$ cat src/cbcc_consts.svh
// Constants of the breaker command control block.
// Assumes a 100 MHz system clock; included by bare name.
`ifndef CBCC_CONSTS_SVH
`define CBCC_CONSTS_SVH
`define CBCC_CLK_NS       10
`define CBCC_MS_NS        1000000
`define CBCC_CYC_PER_MS   (`CBCC_MS_NS / `CBCC_CLK_NS)
// Register byte offsets
`define CBCC_OFS_CMD      5'h00
`define CBCC_OFS_PULSE    5'h04
`define CBCC_OFS_SYNCHK   5'h08
`define CBCC_OFS_SYNSW    5'h0C
`define CBCC_OFS_FILTER   5'h10
`define CBCC_OFS_STATUS   5'h14
// Command register bits
`define CBCC_CMD_OPEN_LOC 0
`define CBCC_CMD_CLS_LOC  1
`define CBCC_CMD_OPEN_REM 2
`define CBCC_CMD_CLS_REM  3
`define CBCC_CMD_CLR_UNI  4
// Settings in ms: reset value, least, most
`define CBCC_PULSE_RST    16'h012C
`define CBCC_PULSE_MIN    16'h0032
`define CBCC_PULSE_MAX    16'h03E8
`define CBCC_SYNCHK_RST   16'h03E8
`define CBCC_SYNCHK_MIN   16'h000A
`define CBCC_SYNCHK_MAX   16'h1388
`define CBCC_SYNSW_RST    16'h0000
`define CBCC_SYNSW_MAX    16'hEA60
`define CBCC_FILTER_RST   16'h0014
`define CBCC_FILTER_MIN   16'h0001
`define CBCC_FILTER_MAX   16'h01F4
// Fixed times in ms
`define CBCC_HOLD_MIN_MS  16'h0064
`define CBCC_OPER_MS      16'h0096
`endif

$ cat src/cbcc_pkg.sv
// Types of the breaker command control block.
// Assumes nothing of its surroundings.
package cbcc_pkg;
  typedef enum logic [1:0] {
    ST_IDLE  = 2'b00,
    ST_OPEN  = 2'b01,
    ST_WAIT  = 2'b10,
    ST_CLOSE = 2'b11
  } cbcc_state_e;
endpackage

$ cat src/cbcc_tick_if.sv
// Millisecond tick carried from the divider to the control logic.
// Assumes both ends on clk_sys.
`timescale 1ns/1ps
interface cbcc_tick_if;
  logic msTick;
  modport src (output msTick);
  modport snk (input msTick);
endinterface

$ cat src/cbcc_sync.sv
// Two-flop synchroniser for a group of pin inputs.
// Assumes inputs asynchronous to clk_sys.
`timescale 1ns/1ps
module cbcc_sync #(
  parameter int unsigned W = 9
) (
  input  wire logic         clk_sys,
  input  wire logic         rst_n,
  input  wire logic [W-1:0] pinIn,
  output logic      [W-1:0] pinSync
);
  if (W < 1) begin : g_chk
    $error("cbcc_sync: W must be at least 1");
  end
  logic [W-1:0] meta_r;
  // First flop feeds only the second one
  for (genvar i = 0; i < W; i++) begin : g_bit
    always_ff @(posedge clk_sys or negedge rst_n) begin
      if (!rst_n) begin
        meta_r[i]  <= 1'b0;
        pinSync[i] <= 1'b0;
      end else begin
        meta_r[i]  <= pinIn[i];
        pinSync[i] <= meta_r[i];
      end
    end
  end
endmodule

$ cat src/cbcc_ms_tick.sv
// Divider giving a one-cycle enable once per millisecond.
// Assumes CYC_PER_MS clk_sys cycles make one ms.
`timescale 1ns/1ps
module cbcc_ms_tick #(
  parameter int unsigned CYC_PER_MS = 100000
) (
  input  wire logic clk_sys,
  input  wire logic rst_n,
  cbcc_tick_if.src  tick
);
  localparam int unsigned CW = $clog2(CYC_PER_MS);
  if (CYC_PER_MS < 2) begin : g_chk
    $error("cbcc_ms_tick: CYC_PER_MS must be at least 2");
  end
  logic [CW-1:0] cnt_r;
  // Free-running count, tick on wrap
  always_ff @(posedge clk_sys or negedge rst_n) begin
    if (!rst_n) begin
      cnt_r       <= '0;
      tick.msTick <= 1'b0;
    end else if (cnt_r == CW'(CYC_PER_MS - 1)) begin
      cnt_r       <= '0;
      tick.msTick <= 1'b1;
    end else begin
      cnt_r       <= cnt_r + 1'b1;
      tick.msTick <= 1'b0;
    end
  end
endmodule

$ cat src/cbcc_top.sv
// Breaker command control: permits, command pulses, position filter.
// Assumes pins asynchronous, Avalon-MM master on clk_sys.
// How it works
// RULE_01: Local commands need the local permit
// RULE_02: Remote commands need the remote permit
// RULE_03: Close issues only with sync permit
// RULE_04: Outside ties sync permit true if unused
// RULE_05: Open issues only with open interlock
// RULE_06: Close issues only with close interlock
// RULE_07: Inhibit suppresses all command pulses
// RULE_08: Breaker drives open and closed status
// RULE_09: External flag only feeds unintended check
// RULE_10: Open pulse lasts the pulse setting
// RULE_11: Close pulse lasts the pulse setting
// RULE_12: Sync missing too long fires switch trigger
// RULE_13: Each operation gives 150 ms pulse
// RULE_14: Change without command flags unintended
// RULE_15: Filtered closed position from closed status
// RULE_16: Filtered open position from open status
// RULE_17: Pulse setting 50 to 1000 ms, 300
// RULE_18: Confirmed switching ends pulse after 100 ms
// RULE_19: Zero switch wait never fires trigger
// RULE_20: All permits must hold at once; close checks local or remote permit only when written, not when sync arrives
// RULE_21: Position follows after stable exclusive interval
// RULE_22: Filtered position change is an operation
`timescale 1ns/1ps
`include "cbcc_consts.svh"
module cbcc_top #(
  parameter int unsigned CYC_PER_MS = `CBCC_CYC_PER_MS
) (
  input  wire logic        clk_sys,
  input  wire logic        rst_n,
  input  wire logic [4:0]  avs_address,
  input  wire logic        avs_read,
  input  wire logic        avs_write,
  input  wire logic [31:0] avs_writedata,
  input  wire logic [3:0]  avs_byteenable,
  output logic      [31:0] avs_readdata,
  output logic             avs_waitrequest,
  input  wire logic        localPermit,
  input  wire logic        remotePermit,
  input  wire logic        syncPermit,
  input  wire logic        openInterlockPermit,
  input  wire logic        closeInterlockPermit,
  input  wire logic        controlInhibit,
  input  wire logic        breakerOpenStatus,
  input  wire logic        breakerClosedStatus,
  input  wire logic        externalCommandSeen,
  output logic             openCommandPulse,
  output logic             closeCommandPulse,
  output logic             syncSwitchTrigger,
  output logic             operationPulse,
  output logic             unintendedSwitchingFlag,
  output logic             positionOpen,
  output logic             positionClosed
);

  ////////////////////////////////////////////////////////////////////
  // Pin synchronisers and ms tick
  logic [8:0] pinS;
  logic       locS, remS, syncS, openIlkS, closeIlkS;
  logic       inhibitS, openS, closedS, extS;
  cbcc_tick_if tickIf ();

  cbcc_sync #(.W(9)) u_sync (
    .clk_sys (clk_sys),
    .rst_n   (rst_n),
    .pinIn   ({externalCommandSeen, breakerClosedStatus,
               breakerOpenStatus, controlInhibit, closeInterlockPermit,
               openInterlockPermit, syncPermit, remotePermit,
               localPermit}),
    .pinSync (pinS)
  );

  cbcc_ms_tick #(.CYC_PER_MS(CYC_PER_MS)) u_tick (
    .clk_sys (clk_sys),
    .rst_n   (rst_n),
    .tick    (tickIf.src)
  );

  // Unpack synchronised pins
  assign {extS, closedS, openS, inhibitS, closeIlkS,
          openIlkS, syncS, remS, locS} = pinS;

  ////////////////////////////////////////////////////////////////////
  // Avalon-MM slave: one wait cycle, then answer
  logic        avsWait_r;
  logic        busWr;
  logic        cmdWr;
  logic        wordWr;
  logic [15:0] wd16;
  logic [15:0] pulseLen_r;
  logic [15:0] synChk_r;
  logic [15:0] synSw_r;
  logic [15:0] filter_r;
  logic [31:0] rdMux;

  // Waitrequest drops for one cycle per request
  always_ff @(posedge clk_sys or negedge rst_n) begin
    if (!rst_n) begin
      avsWait_r <= 1'b1;
    end else if ((avs_read || avs_write) && avsWait_r) begin
      avsWait_r <= 1'b0;
    end else begin
      avsWait_r <= 1'b1;
    end
  end
  assign avs_waitrequest = avsWait_r;

  assign busWr  = avs_write && !avsWait_r;
  assign cmdWr  = busWr && (avs_address == `CBCC_OFS_CMD) && avs_byteenable[0];
  assign wordWr = busWr && (avs_byteenable[1:0] == 2'b11);
  assign wd16   = avs_writedata[15:0];

  // Settings; out-of-range writes keep the old value
  always_ff @(posedge clk_sys or negedge rst_n) begin
    if (!rst_n) begin
      pulseLen_r <= `CBCC_PULSE_RST;
      synChk_r   <= `CBCC_SYNCHK_RST;
      synSw_r    <= `CBCC_SYNSW_RST;
      filter_r   <= `CBCC_FILTER_RST;
    end else if (wordWr) begin
      if (avs_address == `CBCC_OFS_PULSE && wd16 >= `CBCC_PULSE_MIN
          && wd16 <= `CBCC_PULSE_MAX) begin
        pulseLen_r <= wd16; // [RULE_17]
      end
      if (avs_address == `CBCC_OFS_SYNCHK && wd16 >= `CBCC_SYNCHK_MIN
          && wd16 <= `CBCC_SYNCHK_MAX) begin
        synChk_r <= wd16;
      end
      if (avs_address == `CBCC_OFS_SYNSW && wd16 <= `CBCC_SYNSW_MAX) begin
        synSw_r <= wd16;
      end
      if (avs_address == `CBCC_OFS_FILTER && wd16 >= `CBCC_FILTER_MIN
          && wd16 <= `CBCC_FILTER_MAX) begin
        filter_r <= wd16;
      end
    end
  end

  ////////////////////////////////////////////////////////////////////
  // Command acceptance
  logic openReq, closeReq, openGo, closeGo;

  // Panel bits obey local permit, station bits remote permit
  assign openReq  = (cmdWr && avs_writedata[`CBCC_CMD_OPEN_LOC] && locS)
                 || (cmdWr && avs_writedata[`CBCC_CMD_OPEN_REM] && remS); // [RULE_01] [RULE_02]
  assign closeReq = (cmdWr && avs_writedata[`CBCC_CMD_CLS_LOC] && locS)
                 || (cmdWr && avs_writedata[`CBCC_CMD_CLS_REM] && remS); // [RULE_01] [RULE_02]
  // Open wins when both are written together
  assign openGo  = openReq && openIlkS && !inhibitS; // [RULE_05] [RULE_07] [RULE_20]
  assign closeGo = closeReq && !openReq && closeIlkS && !inhibitS; // [RULE_06] [RULE_20]

  ////////////////////////////////////////////////////////////////////
  // Command sequencer
  cbcc_pkg::cbcc_state_e state_r, state_nxt;
  logic        swPhase_r, swPhase_nxt;
  logic [15:0] stMs_r;
  logic [15:0] stMsInc;
  logic        msTick;
  logic        openDone, closeDone;

  assign msTick  = tickIf.msTick;
  assign stMsInc = stMs_r + 16'h0001;
  // Pulse ends on length, on inhibit, or on confirmed switching
  assign openDone  = inhibitS || (msTick && stMsInc >= pulseLen_r) // [RULE_07] [RULE_10]
                  || (stMs_r >= `CBCC_HOLD_MIN_MS && openS && !closedS); // [RULE_18]
  assign closeDone = inhibitS || (msTick && stMsInc >= pulseLen_r) // [RULE_07] [RULE_11]
                  || (stMs_r >= `CBCC_HOLD_MIN_MS && closedS && !openS); // [RULE_18]

  // Next state
  always_comb begin
    state_nxt   = state_r;
    swPhase_nxt = swPhase_r;
    case (state_r)
      cbcc_pkg::ST_IDLE: begin
        swPhase_nxt = 1'b0;
        if (openGo) begin
          state_nxt = cbcc_pkg::ST_OPEN;
        end else if (closeGo) begin
          state_nxt = cbcc_pkg::ST_WAIT;
        end
      end
      cbcc_pkg::ST_WAIT: begin
        if (inhibitS || !closeIlkS) begin
          state_nxt = cbcc_pkg::ST_IDLE; // [RULE_07] [RULE_06]
        end else if (syncS) begin
          state_nxt = cbcc_pkg::ST_CLOSE; // [RULE_03] [RULE_20]
        end else if (msTick && !swPhase_r && stMsInc >= synChk_r) begin
          if (synSw_r == 16'h0000) begin
            state_nxt = cbcc_pkg::ST_IDLE; // [RULE_19]
          end else begin
            swPhase_nxt = 1'b1; // [RULE_12]
          end
        end else if (msTick && swPhase_r && stMsInc >= synSw_r) begin
          state_nxt = cbcc_pkg::ST_IDLE;
        end
      end
      cbcc_pkg::ST_OPEN: begin
        if (openDone) begin
          state_nxt = cbcc_pkg::ST_IDLE;
        end
      end
      cbcc_pkg::ST_CLOSE: begin
        if (closeDone) begin
          state_nxt = cbcc_pkg::ST_IDLE;
        end
      end
      default: begin
        state_nxt = cbcc_pkg::ST_IDLE;
      end
    endcase
    if (state_nxt == cbcc_pkg::ST_IDLE) begin
      swPhase_nxt = 1'b0;
    end
  end

  // State, phase and per-phase ms count
  always_ff @(posedge clk_sys or negedge rst_n) begin
    if (!rst_n) begin
      state_r   <= cbcc_pkg::ST_IDLE;
      swPhase_r <= 1'b0;
      stMs_r    <= 16'h0000;
    end else begin
      state_r   <= state_nxt;
      swPhase_r <= swPhase_nxt;
      if (state_nxt != state_r || swPhase_nxt != swPhase_r) begin
        stMs_r <= 16'h0000;
      end else if (msTick && stMs_r != 16'hFFFF) begin
        stMs_r <= stMsInc;
      end
    end
  end

  // Outputs follow the next state so they leave flops directly
  always_ff @(posedge clk_sys or negedge rst_n) begin
    if (!rst_n) begin
      openCommandPulse  <= 1'b0;
      closeCommandPulse <= 1'b0;
      syncSwitchTrigger <= 1'b0;
    end else begin
      openCommandPulse  <= (state_nxt == cbcc_pkg::ST_OPEN); // [RULE_10]
      closeCommandPulse <= (state_nxt == cbcc_pkg::ST_CLOSE); // [RULE_11]
      // A zero wait written mid-phase drops the trigger at once
      syncSwitchTrigger <= (state_nxt == cbcc_pkg::ST_WAIT) && swPhase_nxt
                        && (synSw_r != 16'h0000); // [RULE_12] [RULE_19]
    end
  end

  ////////////////////////////////////////////////////////////////////
  // Position filter
  logic [1:0]  pairPrev_r;
  logic [15:0] fltMs_r;
  logic        fltDone, posChange;

  // A new stable value only lands when open and closed disagree
  assign fltDone = msTick && ({openS, closedS} == pairPrev_r)
                && (openS != closedS) && (fltMs_r + 16'h0001 >= filter_r); // [RULE_21]
  // Only a move between two definite positions counts
  assign posChange = fltDone && (positionOpen || positionClosed)
                  && (openS != positionOpen); // [RULE_22]

  always_ff @(posedge clk_sys or negedge rst_n) begin
    if (!rst_n) begin
      pairPrev_r     <= 2'b00;
      fltMs_r        <= 16'h0000;
      positionOpen   <= 1'b0;
      positionClosed <= 1'b0;
    end else begin
      pairPrev_r <= {openS, closedS};
      if ({openS, closedS} != pairPrev_r || openS == closedS) begin
        fltMs_r <= 16'h0000; // [RULE_21]
      end else if (msTick && fltMs_r != 16'hFFFF) begin
        fltMs_r <= fltMs_r + 16'h0001;
      end
      if (fltDone) begin
        positionOpen   <= openS; // [RULE_16]
        positionClosed <= closedS; // [RULE_15]
      end
    end
  end

  ////////////////////////////////////////////////////////////////////
  // Operation pulse and unintended switching
  logic [15:0] opMs_r;
  logic        cmdSeen_r, extSeen_r, clrUni;

  assign clrUni = cmdWr && avs_writedata[`CBCC_CMD_CLR_UNI];

  // 150 ms pulse restarted by every operation
  always_ff @(posedge clk_sys or negedge rst_n) begin
    if (!rst_n) begin
      operationPulse <= 1'b0;
      opMs_r         <= 16'h0000;
    end else if (posChange) begin
      operationPulse <= 1'b1; // [RULE_13]
      opMs_r         <= 16'h0000;
    end else if (operationPulse && msTick) begin
      opMs_r <= opMs_r + 16'h0001;
      if (opMs_r + 16'h0001 >= `CBCC_OPER_MS) begin
        operationPulse <= 1'b0;
      end
    end
  end

  // Evidence of a commanded change, consumed by the next change
  always_ff @(posedge clk_sys or negedge rst_n) begin
    if (!rst_n) begin
      cmdSeen_r <= 1'b0;
      extSeen_r <= 1'b0;
    end else begin
      if (openCommandPulse || closeCommandPulse) begin
        cmdSeen_r <= 1'b1;
      end else if (posChange) begin
        cmdSeen_r <= 1'b0;
      end
      if (extS) begin
        extSeen_r <= 1'b1; // [RULE_09]
      end else if (posChange) begin
        extSeen_r <= 1'b0;
      end
    end
  end

  // Flag set wins over software clear
  always_ff @(posedge clk_sys or negedge rst_n) begin
    if (!rst_n) begin
      unintendedSwitchingFlag <= 1'b0;
    end else if (posChange) begin
      unintendedSwitchingFlag <= !(cmdSeen_r || extSeen_r || extS); // [RULE_14] [RULE_09]
    end else if (clrUni) begin
      unintendedSwitchingFlag <= 1'b0;
    end
  end

  ////////////////////////////////////////////////////////////////////
  // Read data, loaded as waitrequest drops
  always_comb begin
    rdMux = 32'h0000_0000;
    case (avs_address)
      `CBCC_OFS_PULSE:  rdMux = {16'h0000, pulseLen_r};
      `CBCC_OFS_SYNCHK: rdMux = {16'h0000, synChk_r};
      `CBCC_OFS_SYNSW:  rdMux = {16'h0000, synSw_r};
      `CBCC_OFS_FILTER: rdMux = {16'h0000, filter_r};
      `CBCC_OFS_STATUS: rdMux = {16'h0000, state_r, swPhase_r,
                                 openCommandPulse, closeCommandPulse,
                                 syncSwitchTrigger, operationPulse,
                                 unintendedSwitchingFlag, positionOpen,
                                 positionClosed, pinS[8:3]};
      default:          rdMux = 32'h0000_0000;
    endcase
  end

  always_ff @(posedge clk_sys or negedge rst_n) begin
    if (!rst_n) begin
      avs_readdata <= 32'h0000_0000;
    end else if (avs_read && avsWait_r) begin
      avs_readdata <= rdMux;
    end
  end
endmodule

$ cat config.mk
export PLATFORM = sky130hd
export DESIGN_NAME = cbcc_top
export DESIGN_NICKNAME = d
export VERILOG_FILES = /design/src/cbcc_pkg.sv /design/src/cbcc_tick_if.sv /design/src/cbcc_sync.sv /design/src/cbcc_ms_tick.sv /design/src/cbcc_top.sv
export VERILOG_INCLUDE_DIRS = /design/src
export SDC_FILE = /design/constraint.sdc
export NUM_CORES = 1
export LEC_CHECK = 0
export BUFFER_PORTS_ARGS = -buffer_cell sky130_fd_sc_hd__clkbuf_2
export CAP_MARGIN = 20
export CORE_ASPECT_RATIO = 0.9
export CORE_MARGIN = 2
export CORE_UTILIZATION = 51
export CTS_BUF_LIST = sky130_fd_sc_hd__clkbuf_4
export DETAILED_ROUTE_END_ITERATION = 7
export PLACE_DENSITY_LB_ADDON = 0.1
export SYNTH_ARGS = -nofsm -noshare
export SYNTH_HDL_FRONTEND = slang
export SYNTH_SLANG_ARGS = --single-unit
export TNS_END_PERCENT = 5
$ cat constraint.sdc
create_clock -name clk_sys -period 4.3 [get_ports clk_sys]
set_input_delay 0.43 -clock clk_sys [delete_from_list [all_inputs] [get_ports clk_sys]]
set_output_delay 0.43 -clock clk_sys [all_outputs]
set_load 0.005 [all_outputs]
==> metrics.md, run 1 <==
| Metric | Value |
|---|---|
| Synthesized cell area | `between 0.01 and 0.015 mm²` |
| Starting density of the core | `52.2%` |
| EDFF count, synth | `0` |
| Die area | `0.0217 mm²` |
| Global-route wire length before repair | `41.5 mm` |
| Worst-Margin Slew | `0.929 ns` |
| ANT nets after route | `0` |
| Final net count | `1,269` |
| Post-synth top area share | `39.6%` |
| CTS tree | `yes` |
| Worst-Skew Late Latency | `0.58 ns` |
| Worst slew margin | `37.6%` |
| Final setup fails | `0` |
| Die Span X | `155 µm` |
| R2r startpoint | `stMs_r[1]` |
| # IOs | `94` |
| Hold WS | `0.130 ns` |
| Worst setup EP type | `register` |
| PwrDens | `265 mW/mm²` |
| Worst vdd ir | `0.227 mV` |
| CP Data Required Time | `4.76 ns` |
| Register area | `0.00450 mm²` |
| Worst-path fanout max | `16` |
| Worst R2R Setup Slack | `0.31 ns` |
| Final wirelength | `about 26 mm` |
| LEAKAGE | `5.31 nW` |
| Vias in the first global route | `7,613` |
| Setup Buffers After CTS | `0` |
| Mapped Avg Cell Area | `9.80 µm²` |
| H-tree depth | `4` |
| Footprint of the multi-input gates | `0.00548 mm²` |
| Netlist cell types | `72` |
| Largest net degree at the start of global routing | `68` |
| Max clock buf depth | `2` |
| Crit Path Category | `reg -> reg` |
| Post-synthesis sequential area ratio | `between 40% and 50%` |
| Yosys warning count | `0` |
| Final HPWL DP | `around 19 mm` |
| RR Endpoint | `stMs_r[15]` |
| Fin crit period | `3.99 ns` |
| Highest clock rate | `0.251 GHz` |
| First-pass iteration count of the detailed router | `5` |
| Area growth syn-to-layout | `8.89%` |
| Met2 Use GR | `36.1%` |
| Largest cells by area after synthesis | `dfrtp_1 (40%), ha_1 (8.3%), xor2_1 (4.3%)` |
| IO Port Bufs | `between 50 and 60` |
| Clock transition at path regs | `0.15 ns` |
| WHS Path Cells | `3` |
| FF-to-FF path depth | `15` |
| Period Utilization, post-route | `92.8%` |
| Status | `finished clean` |
| DRC viols | `0` |
| Clk_skew | `0.0172 ns` |
| All-Layer GR Usage | `24.6%` |
| Die Ht | `140 µm` |
| Setup TNS | `0 ns` |
| Post-Synthesis Cells | `~1,100` |
| Hold Crit Start | `avs_writedata[12]` |
| Avg WL per Cell | `about 18 µm` |
| Largest area contributor in the netlist | `dfrtp_1` |
| Most instantiated library cell after synthesis | `dfrtp_1` |
| Final hold vios | `0` |
| Clock root buffer | `clkbuf_4` |
| Most frequent cells after synthesis | `dfrtp_1 (166), nand2_1 (82), nor2_1 (79), inv_1 (76), ha_1 (70)` |
| Core area | `slightly above 0.02 mm²` |
| RSZ-0062 raised after global routing | `false` |
| Hold endpoint | `synChk_r[12]` |
| Max-Cap Viols | `0` |
| Filler cells | `1,819` |
| Initial antenna violation count | `1` |
| HP Class | `in -> reg` |
| Grt met3 use | `4.46%` |
| Vias per std cell | `5.68` |
| GRT busiest layer | `met1` |
| Met1 GRT Util | `38.2%` |
| Total CTS buffers | `17` |
| Global placement routability congestion | `0.886` |
| CTS Sinks | `around 180` |
| FP Rows | `49` |
| Worst EP arrival | `approximately 4.5 ns` |
| Share of cells above drive strength 1 | `between 10% and 20%` |
| Ys async rst share | `100%` |
| Starting DRC count in detailed routing | `around 620` |
| Max Slew Vio Count | `0` |
| Via count | `8,035` |
| GRT overflow | `0` |
| #FFs+latches synth | `179` |
| Critical Path Start Type | `register` |
| Top FF cell, synth | `dfrtp_1` |
-- metrics by stage --
| stage | utilization [%] | std cells | worst slack (ns) | instance area [µm²] | power (mW) |
|---|---|---|---|---|---|
| global route | 56.8 | 1414 | 0.0136 | 11400 | 3.17 |
| global placement | 54.9 | 1368 | 0.393 | 11000 | 2.18 |
| floorplan | - | 1086 | 0.560 | 10500 | 2.02 |
| finish | 56.8 | 1414 | 0.310 | 11400 | 3.03 |
| CTS | 56.7 | 1413 | 0.273 | 11400 | 3.05 |
| detailed placement | 55.0 | 1369 | 0.298 | 11100 | 2.18 |
-- worst max path at each step --
stage,from,endpoint,slack (ns)
5_1_grt,stMs_r[1],stMs_r[15],0.01
2_1_floorplan,stMs_r[0],stMs_r[10],0.56
6_report,stMs_r[1],stMs_r[15],0.31
3_5_place_dp,stMs_r[1],stMs_r[15],0.30
4_1_cts,stMs_r[2],stMs_r[15],0.27
3_3_place_gp,stMs_r[1],stMs_r[15],0.39
-- cell type report --
type	instances	area share [%]
Sequential cell	179	39.4
Clock buffer	21	1.38
Inverter	76	2.50
Antenna cell	1	0.0219
Multi-Input combinational cell	776	48.0
Clock inverter	11	0.701
Timing Repair Buffer	95	5.27
Tap cell	255	2.79
-- kinds of logic (layout without fill, tap and decap cells) --
logic type	after synthesis	in the layout	share of synthesized area (%)
and+or+nand+nor	334	334	16.1
AOI/OAI and AO/OA	190	190	11.5
DFF	179	179	42.9
buffers and inverters	131	203	5.61
xor gates and xnor gates	86	86	7.18
muxes	80	80	8.37
adders and majority gates	70	70	8.35
other	1	17	0.0357
-- sequential cells by signal (all words and copies together), names as in the netlist, 2 cells and up --
name / cells
u_tick.cnt_r: 17
stMs_r: 16
synChk_r: 16
filter_r: 16
u_sync.meta_r: 9
avs_readdata: 16
u_sync.pinSync: 9
fltMs_r: 16
pulseLen_r: 16
opMs_r: 16
state_r: 2
synSw_r: 16
pairPrev_r: 2
-- worst max-delay path, stage by stage (launching register included) --
cell and delay [ns]:
dfrtp_1 0.44, ha_1 0.25, nand2_1 0.12, nor3_2 0.21
and3_1 0.24, and3_1 0.23, nand3_1 0.10, xnor2_1 0.24
ha_1 0.28, and4_1 0.25, a311oi_2 0.32, o211a_1 0.28
a2bb2oi_1 0.27, a311oi_2 0.06, buf_4 0.23, a2111oi_1 0.36
-- power breakdown --
group	internal (mW)	switching, mW	total [mW]	leakage, nW
clock network	0.258	0.606	0.864	0.123
logic	0.137	0.247	0.384	2.88
registers	1.72	0.0624	1.78	2.30
-- routing by layer --
| metal | share of wire (%) | vias up |
|---|---|---|
| met1 | 50 | 3898 |
| li1 | - | 3901 |
| met2 | 42 | 218 |
| met5 | 0 | - |
| met3 | 6.4 | 18 |
| met4 | 1.0 | 0 |
-- cells in the final DEF (no fill, tap or decap), types with 9 or more instances in the layout --
| master | Yosys | final |
|---|---|---|
| dfrtp_1 | 166 | 166 |
| nand2_1 | 82 | 82 |
| nor2_1 | 79 | 79 |
| inv_1 | 76 | 76 |
| ha_1 | 70 | 70 |
| clkbuf_2 | 1 | 58 |
| a21oi_1 | 53 | 53 |
| xor2_1 | 51 | 51 |
| o21ai_0 | 43 | 43 |
| mux2i_1 | 42 | 42 |
| xnor2_1 | 35 | 35 |
| mux2_2 | 30 | 30 |
| nand3_1 | 27 | 27 |
| nor4_1 | 28 | 27 |
| buf_4 | 16 | 24 |
| nand4_1 | 21 | 21 |
| clkbuf_4 | 0 | 21 |
| o22ai_1 | 20 | 20 |
| nor3_1 | 20 | 19 |
| conb_1 | 1 | 16 |
| and3_1 | 13 | 13 |
| nand2b_1 | 13 | 13 |
| dfstp_2 | 13 | 13 |
| dlygate4sd3_1 | 0 | 12 |
| and2_1 | 11 | 11 |
| a211oi_1 | 9 | 9 |
| a31oi_1 | 9 | 9 |
-- what timing repair did --
action,in CTS,in global routing
resized for setup,0,2
setup endpoints to repair,0,15
hold buffers,12,0
hold endpoints to repair,69,0
Power figures use the tool's default switching activity.
==> run 2, diff against run 1 <==
CORE_MARGIN = 3   (was 2)
CTS_BUF_LIST = default   (was sky130_fd_sc_hd__clkbuf_4)
REMOVE_ABC_BUFFERS = 1   (was default)
==> run 2 against run 1 <==
  * Flip-flop and latch count is the same
  * Global-route usage is 1.1 points lower
  * Count of clock-buffer cells in the layout is 2 lower
  * Combinational power down 1%
  * Largest power group unchanged
==> metrics.md, run 2 (same netlist as run 1, synthesis figures left out) <==
| Metric | Value |
|---|---|
| Status | `finished clean` |
| Clock root buffer | `clkbuf_16` |
| Die Ht | `142 µm` |
| GRT overflow | `0` |
| Filler cells | `1,785` |
| IO Port Bufs | `approximately 60` |
| Highest clock rate | `roughly 0.25 GHz` |
| Final setup fails | `0` |
| Starting DRC count in detailed routing | `551` |
| Max clock buf depth | `2` |
| All-Layer GR Usage | `23.4%` |
| Fin crit period | `a little under 4 ns` |
| Post-DP Area | `0.0111 mm²` |
| RR Endpoint | `stMs_r[15]` |
| Clock transition at path regs | `0.07 ns` |
| Share of cells above drive strength 1 | `15.5%` |
| Non-Filler Cell Area, Final | `0.0117 mm²` |
| Worst vdd ir | `0.212 mV` |
| FF-to-FF path depth | `14` |
| Crit Path Category | `reg -> reg` |
| Leading cell type in the layout, fill and taps excluded | `dfrtp_1` |
| Die Span X | `157 µm` |
| CTS Sinks | `179` |
| Worst R2R Setup Slack | `0.35 ns` |
| First-pass iteration count of the detailed router | `5` |
| FP Rows | `49` |
| Final setup margin | `0.347 ns` |
| # IOs | `94` |
| RSZ-0062 raised after global routing | `false` |
| Worst-path fanout max | `16` |
| Register area | `between 0.004 and 0.005 mm²` |
| Setup TNS | `0 ns` |
| Starting density of the core | `between 50% and 60%` |
| Vias per std cell | `5.67` |
| ANT nets after route | `0` |
| Final core occ | `58.2%` |
| Final wirelength | `roughly 26 mm` |
| CTS Hold Bufs | `0` |
| Vias in the first global route | `around 7,600` |
| Avg WL per Cell | `about 18 µm` |
| Final HPWL DP | `18.9 mm` |
| Worst slack, placed | `0.329 ns` |
| Critical Path Start Type | `register` |
| Via count | `7,949` |
| Worst setup EP type | `register` |
| Max reg flops | `17` |
| H-tree depth | `4` |
| R2r startpoint | `stMs_r[2]` |
| DRC viols | `0` |
| Final net count | `1,256` |
| PwrDens | `323 mW/mm²` |
| Worst-Skew Late Latency | `roughly 0.44 ns` |
| Max-Cap Viols | `0` |
| Hold WS | `0.0823 ns` |
| Footprint of the multi-input gates | `~0.0055 mm²` |
| Final Power | `3.77 mW` |
| Initial antenna violation count | `2` |
| Inst Count DP | `1,368` |
| Largest net degree at the start of global routing | `roughly 110` |
| Global-route wire length before repair | `~40 mm` |
| Worst-Margin Slew | `0.952 ns` |
| Clk_skew | `0.0105 ns` |
| Area growth syn-to-layout | `11.5%` |
| Max Slew Vio Count | `0` |
| Final Instance Count excl. Fillers | `1,402` |
| LEAKAGE | `5.45 nW` |
| Most flop-heavy register | `u_tick.cnt_r` |
| Worst slew margin | `36.5%` |
| Most frequent cells in the layout | `dfrtp_1 (166), nand2_1 (82), nor2_1 (79)` |
| CTS tree | `yes` |
| Final hold vios | `0` |
| Total CTS buffers | `17` |
| CP Data Required Time | `4.60 ns` |
| Worst EP arrival | `4.26 ns` |
| Global placement routability congestion | `0.877` |
| HP Class | `in -> async` |
| Period Utilization, post-route | `between 90% and 100%` |
| Core area | `0.0201 mm²` |
| Die area | `0.0223 mm²` |
run 2: metal layers:
metal | vias to the layer above | track usage, % | part of all wire [%]
met5 | - | 0 | 0
met4 | 0 | 6.48 | 1.1
met1 | 3859 | 36.6 | 51
met3 | 24 | 3.86 | 4.5
met2 | 175 | 33.6 | 43
li1 | 3891 | - | -
run 2: repair_timing:
| action | 4_1_cts | 5_1_grt |
|---|---|---|
| setup buffers | 0 | 0 |
| setup endpoints to repair | 0 | 10 |
| resized for setup | 0 | 3 |
run 2: how the worst max path moves through the flow:
stage                     startpoint                 endpoint  slack, ns  cells past startpoint
final                      stMs_r[2]               stMs_r[15]       0.35                     14
after global routing       stMs_r[2]               stMs_r[15]     0.0007                     14
after floorplan           fltMs_r[0]  unintendedSwitchingFlag      -0.20                     12
after CTS                  stMs_r[1]               stMs_r[15]       0.31                     15
after global placement     stMs_r[2]               stMs_r[14]       0.48                     14
after detailed placement   stMs_r[2]               stMs_r[15]       0.33                     14
run 2: area by class of cell:
type	instances	area share, %
tap	255	2.73
timing repair buffer	82	4.18
antenna	2	0.0428
clock buffer	19	3.79
clock inverter	13	1.45
inverter	76	2.44
multi-input combinational	776	46.9
sequential	179	38.4
run 2: where the power goes:
group | switching [mW] | internal (mW) | total (mW)
logic | 0.248 | 0.131 | 0.379
clock network | 0.725 | 0.896 | 1.62
registers | 0.0543 | 1.72 | 1.77
run 2: critical path: stages (launching register included):
cell       delay, ns
dfrtp_1         0.45
nand3_1         0.23
nor3_2          0.26
and3_1          0.23
and3_1          0.20
buf_4           0.13
xor2_1          0.28
ha_1            0.29
and4_1          0.21
a311oi_1        0.37
o211a_1         0.22
a2bb2oi_1       0.26
a311oi_2        0.06
buf_4           0.23
a2111oi_1       0.40
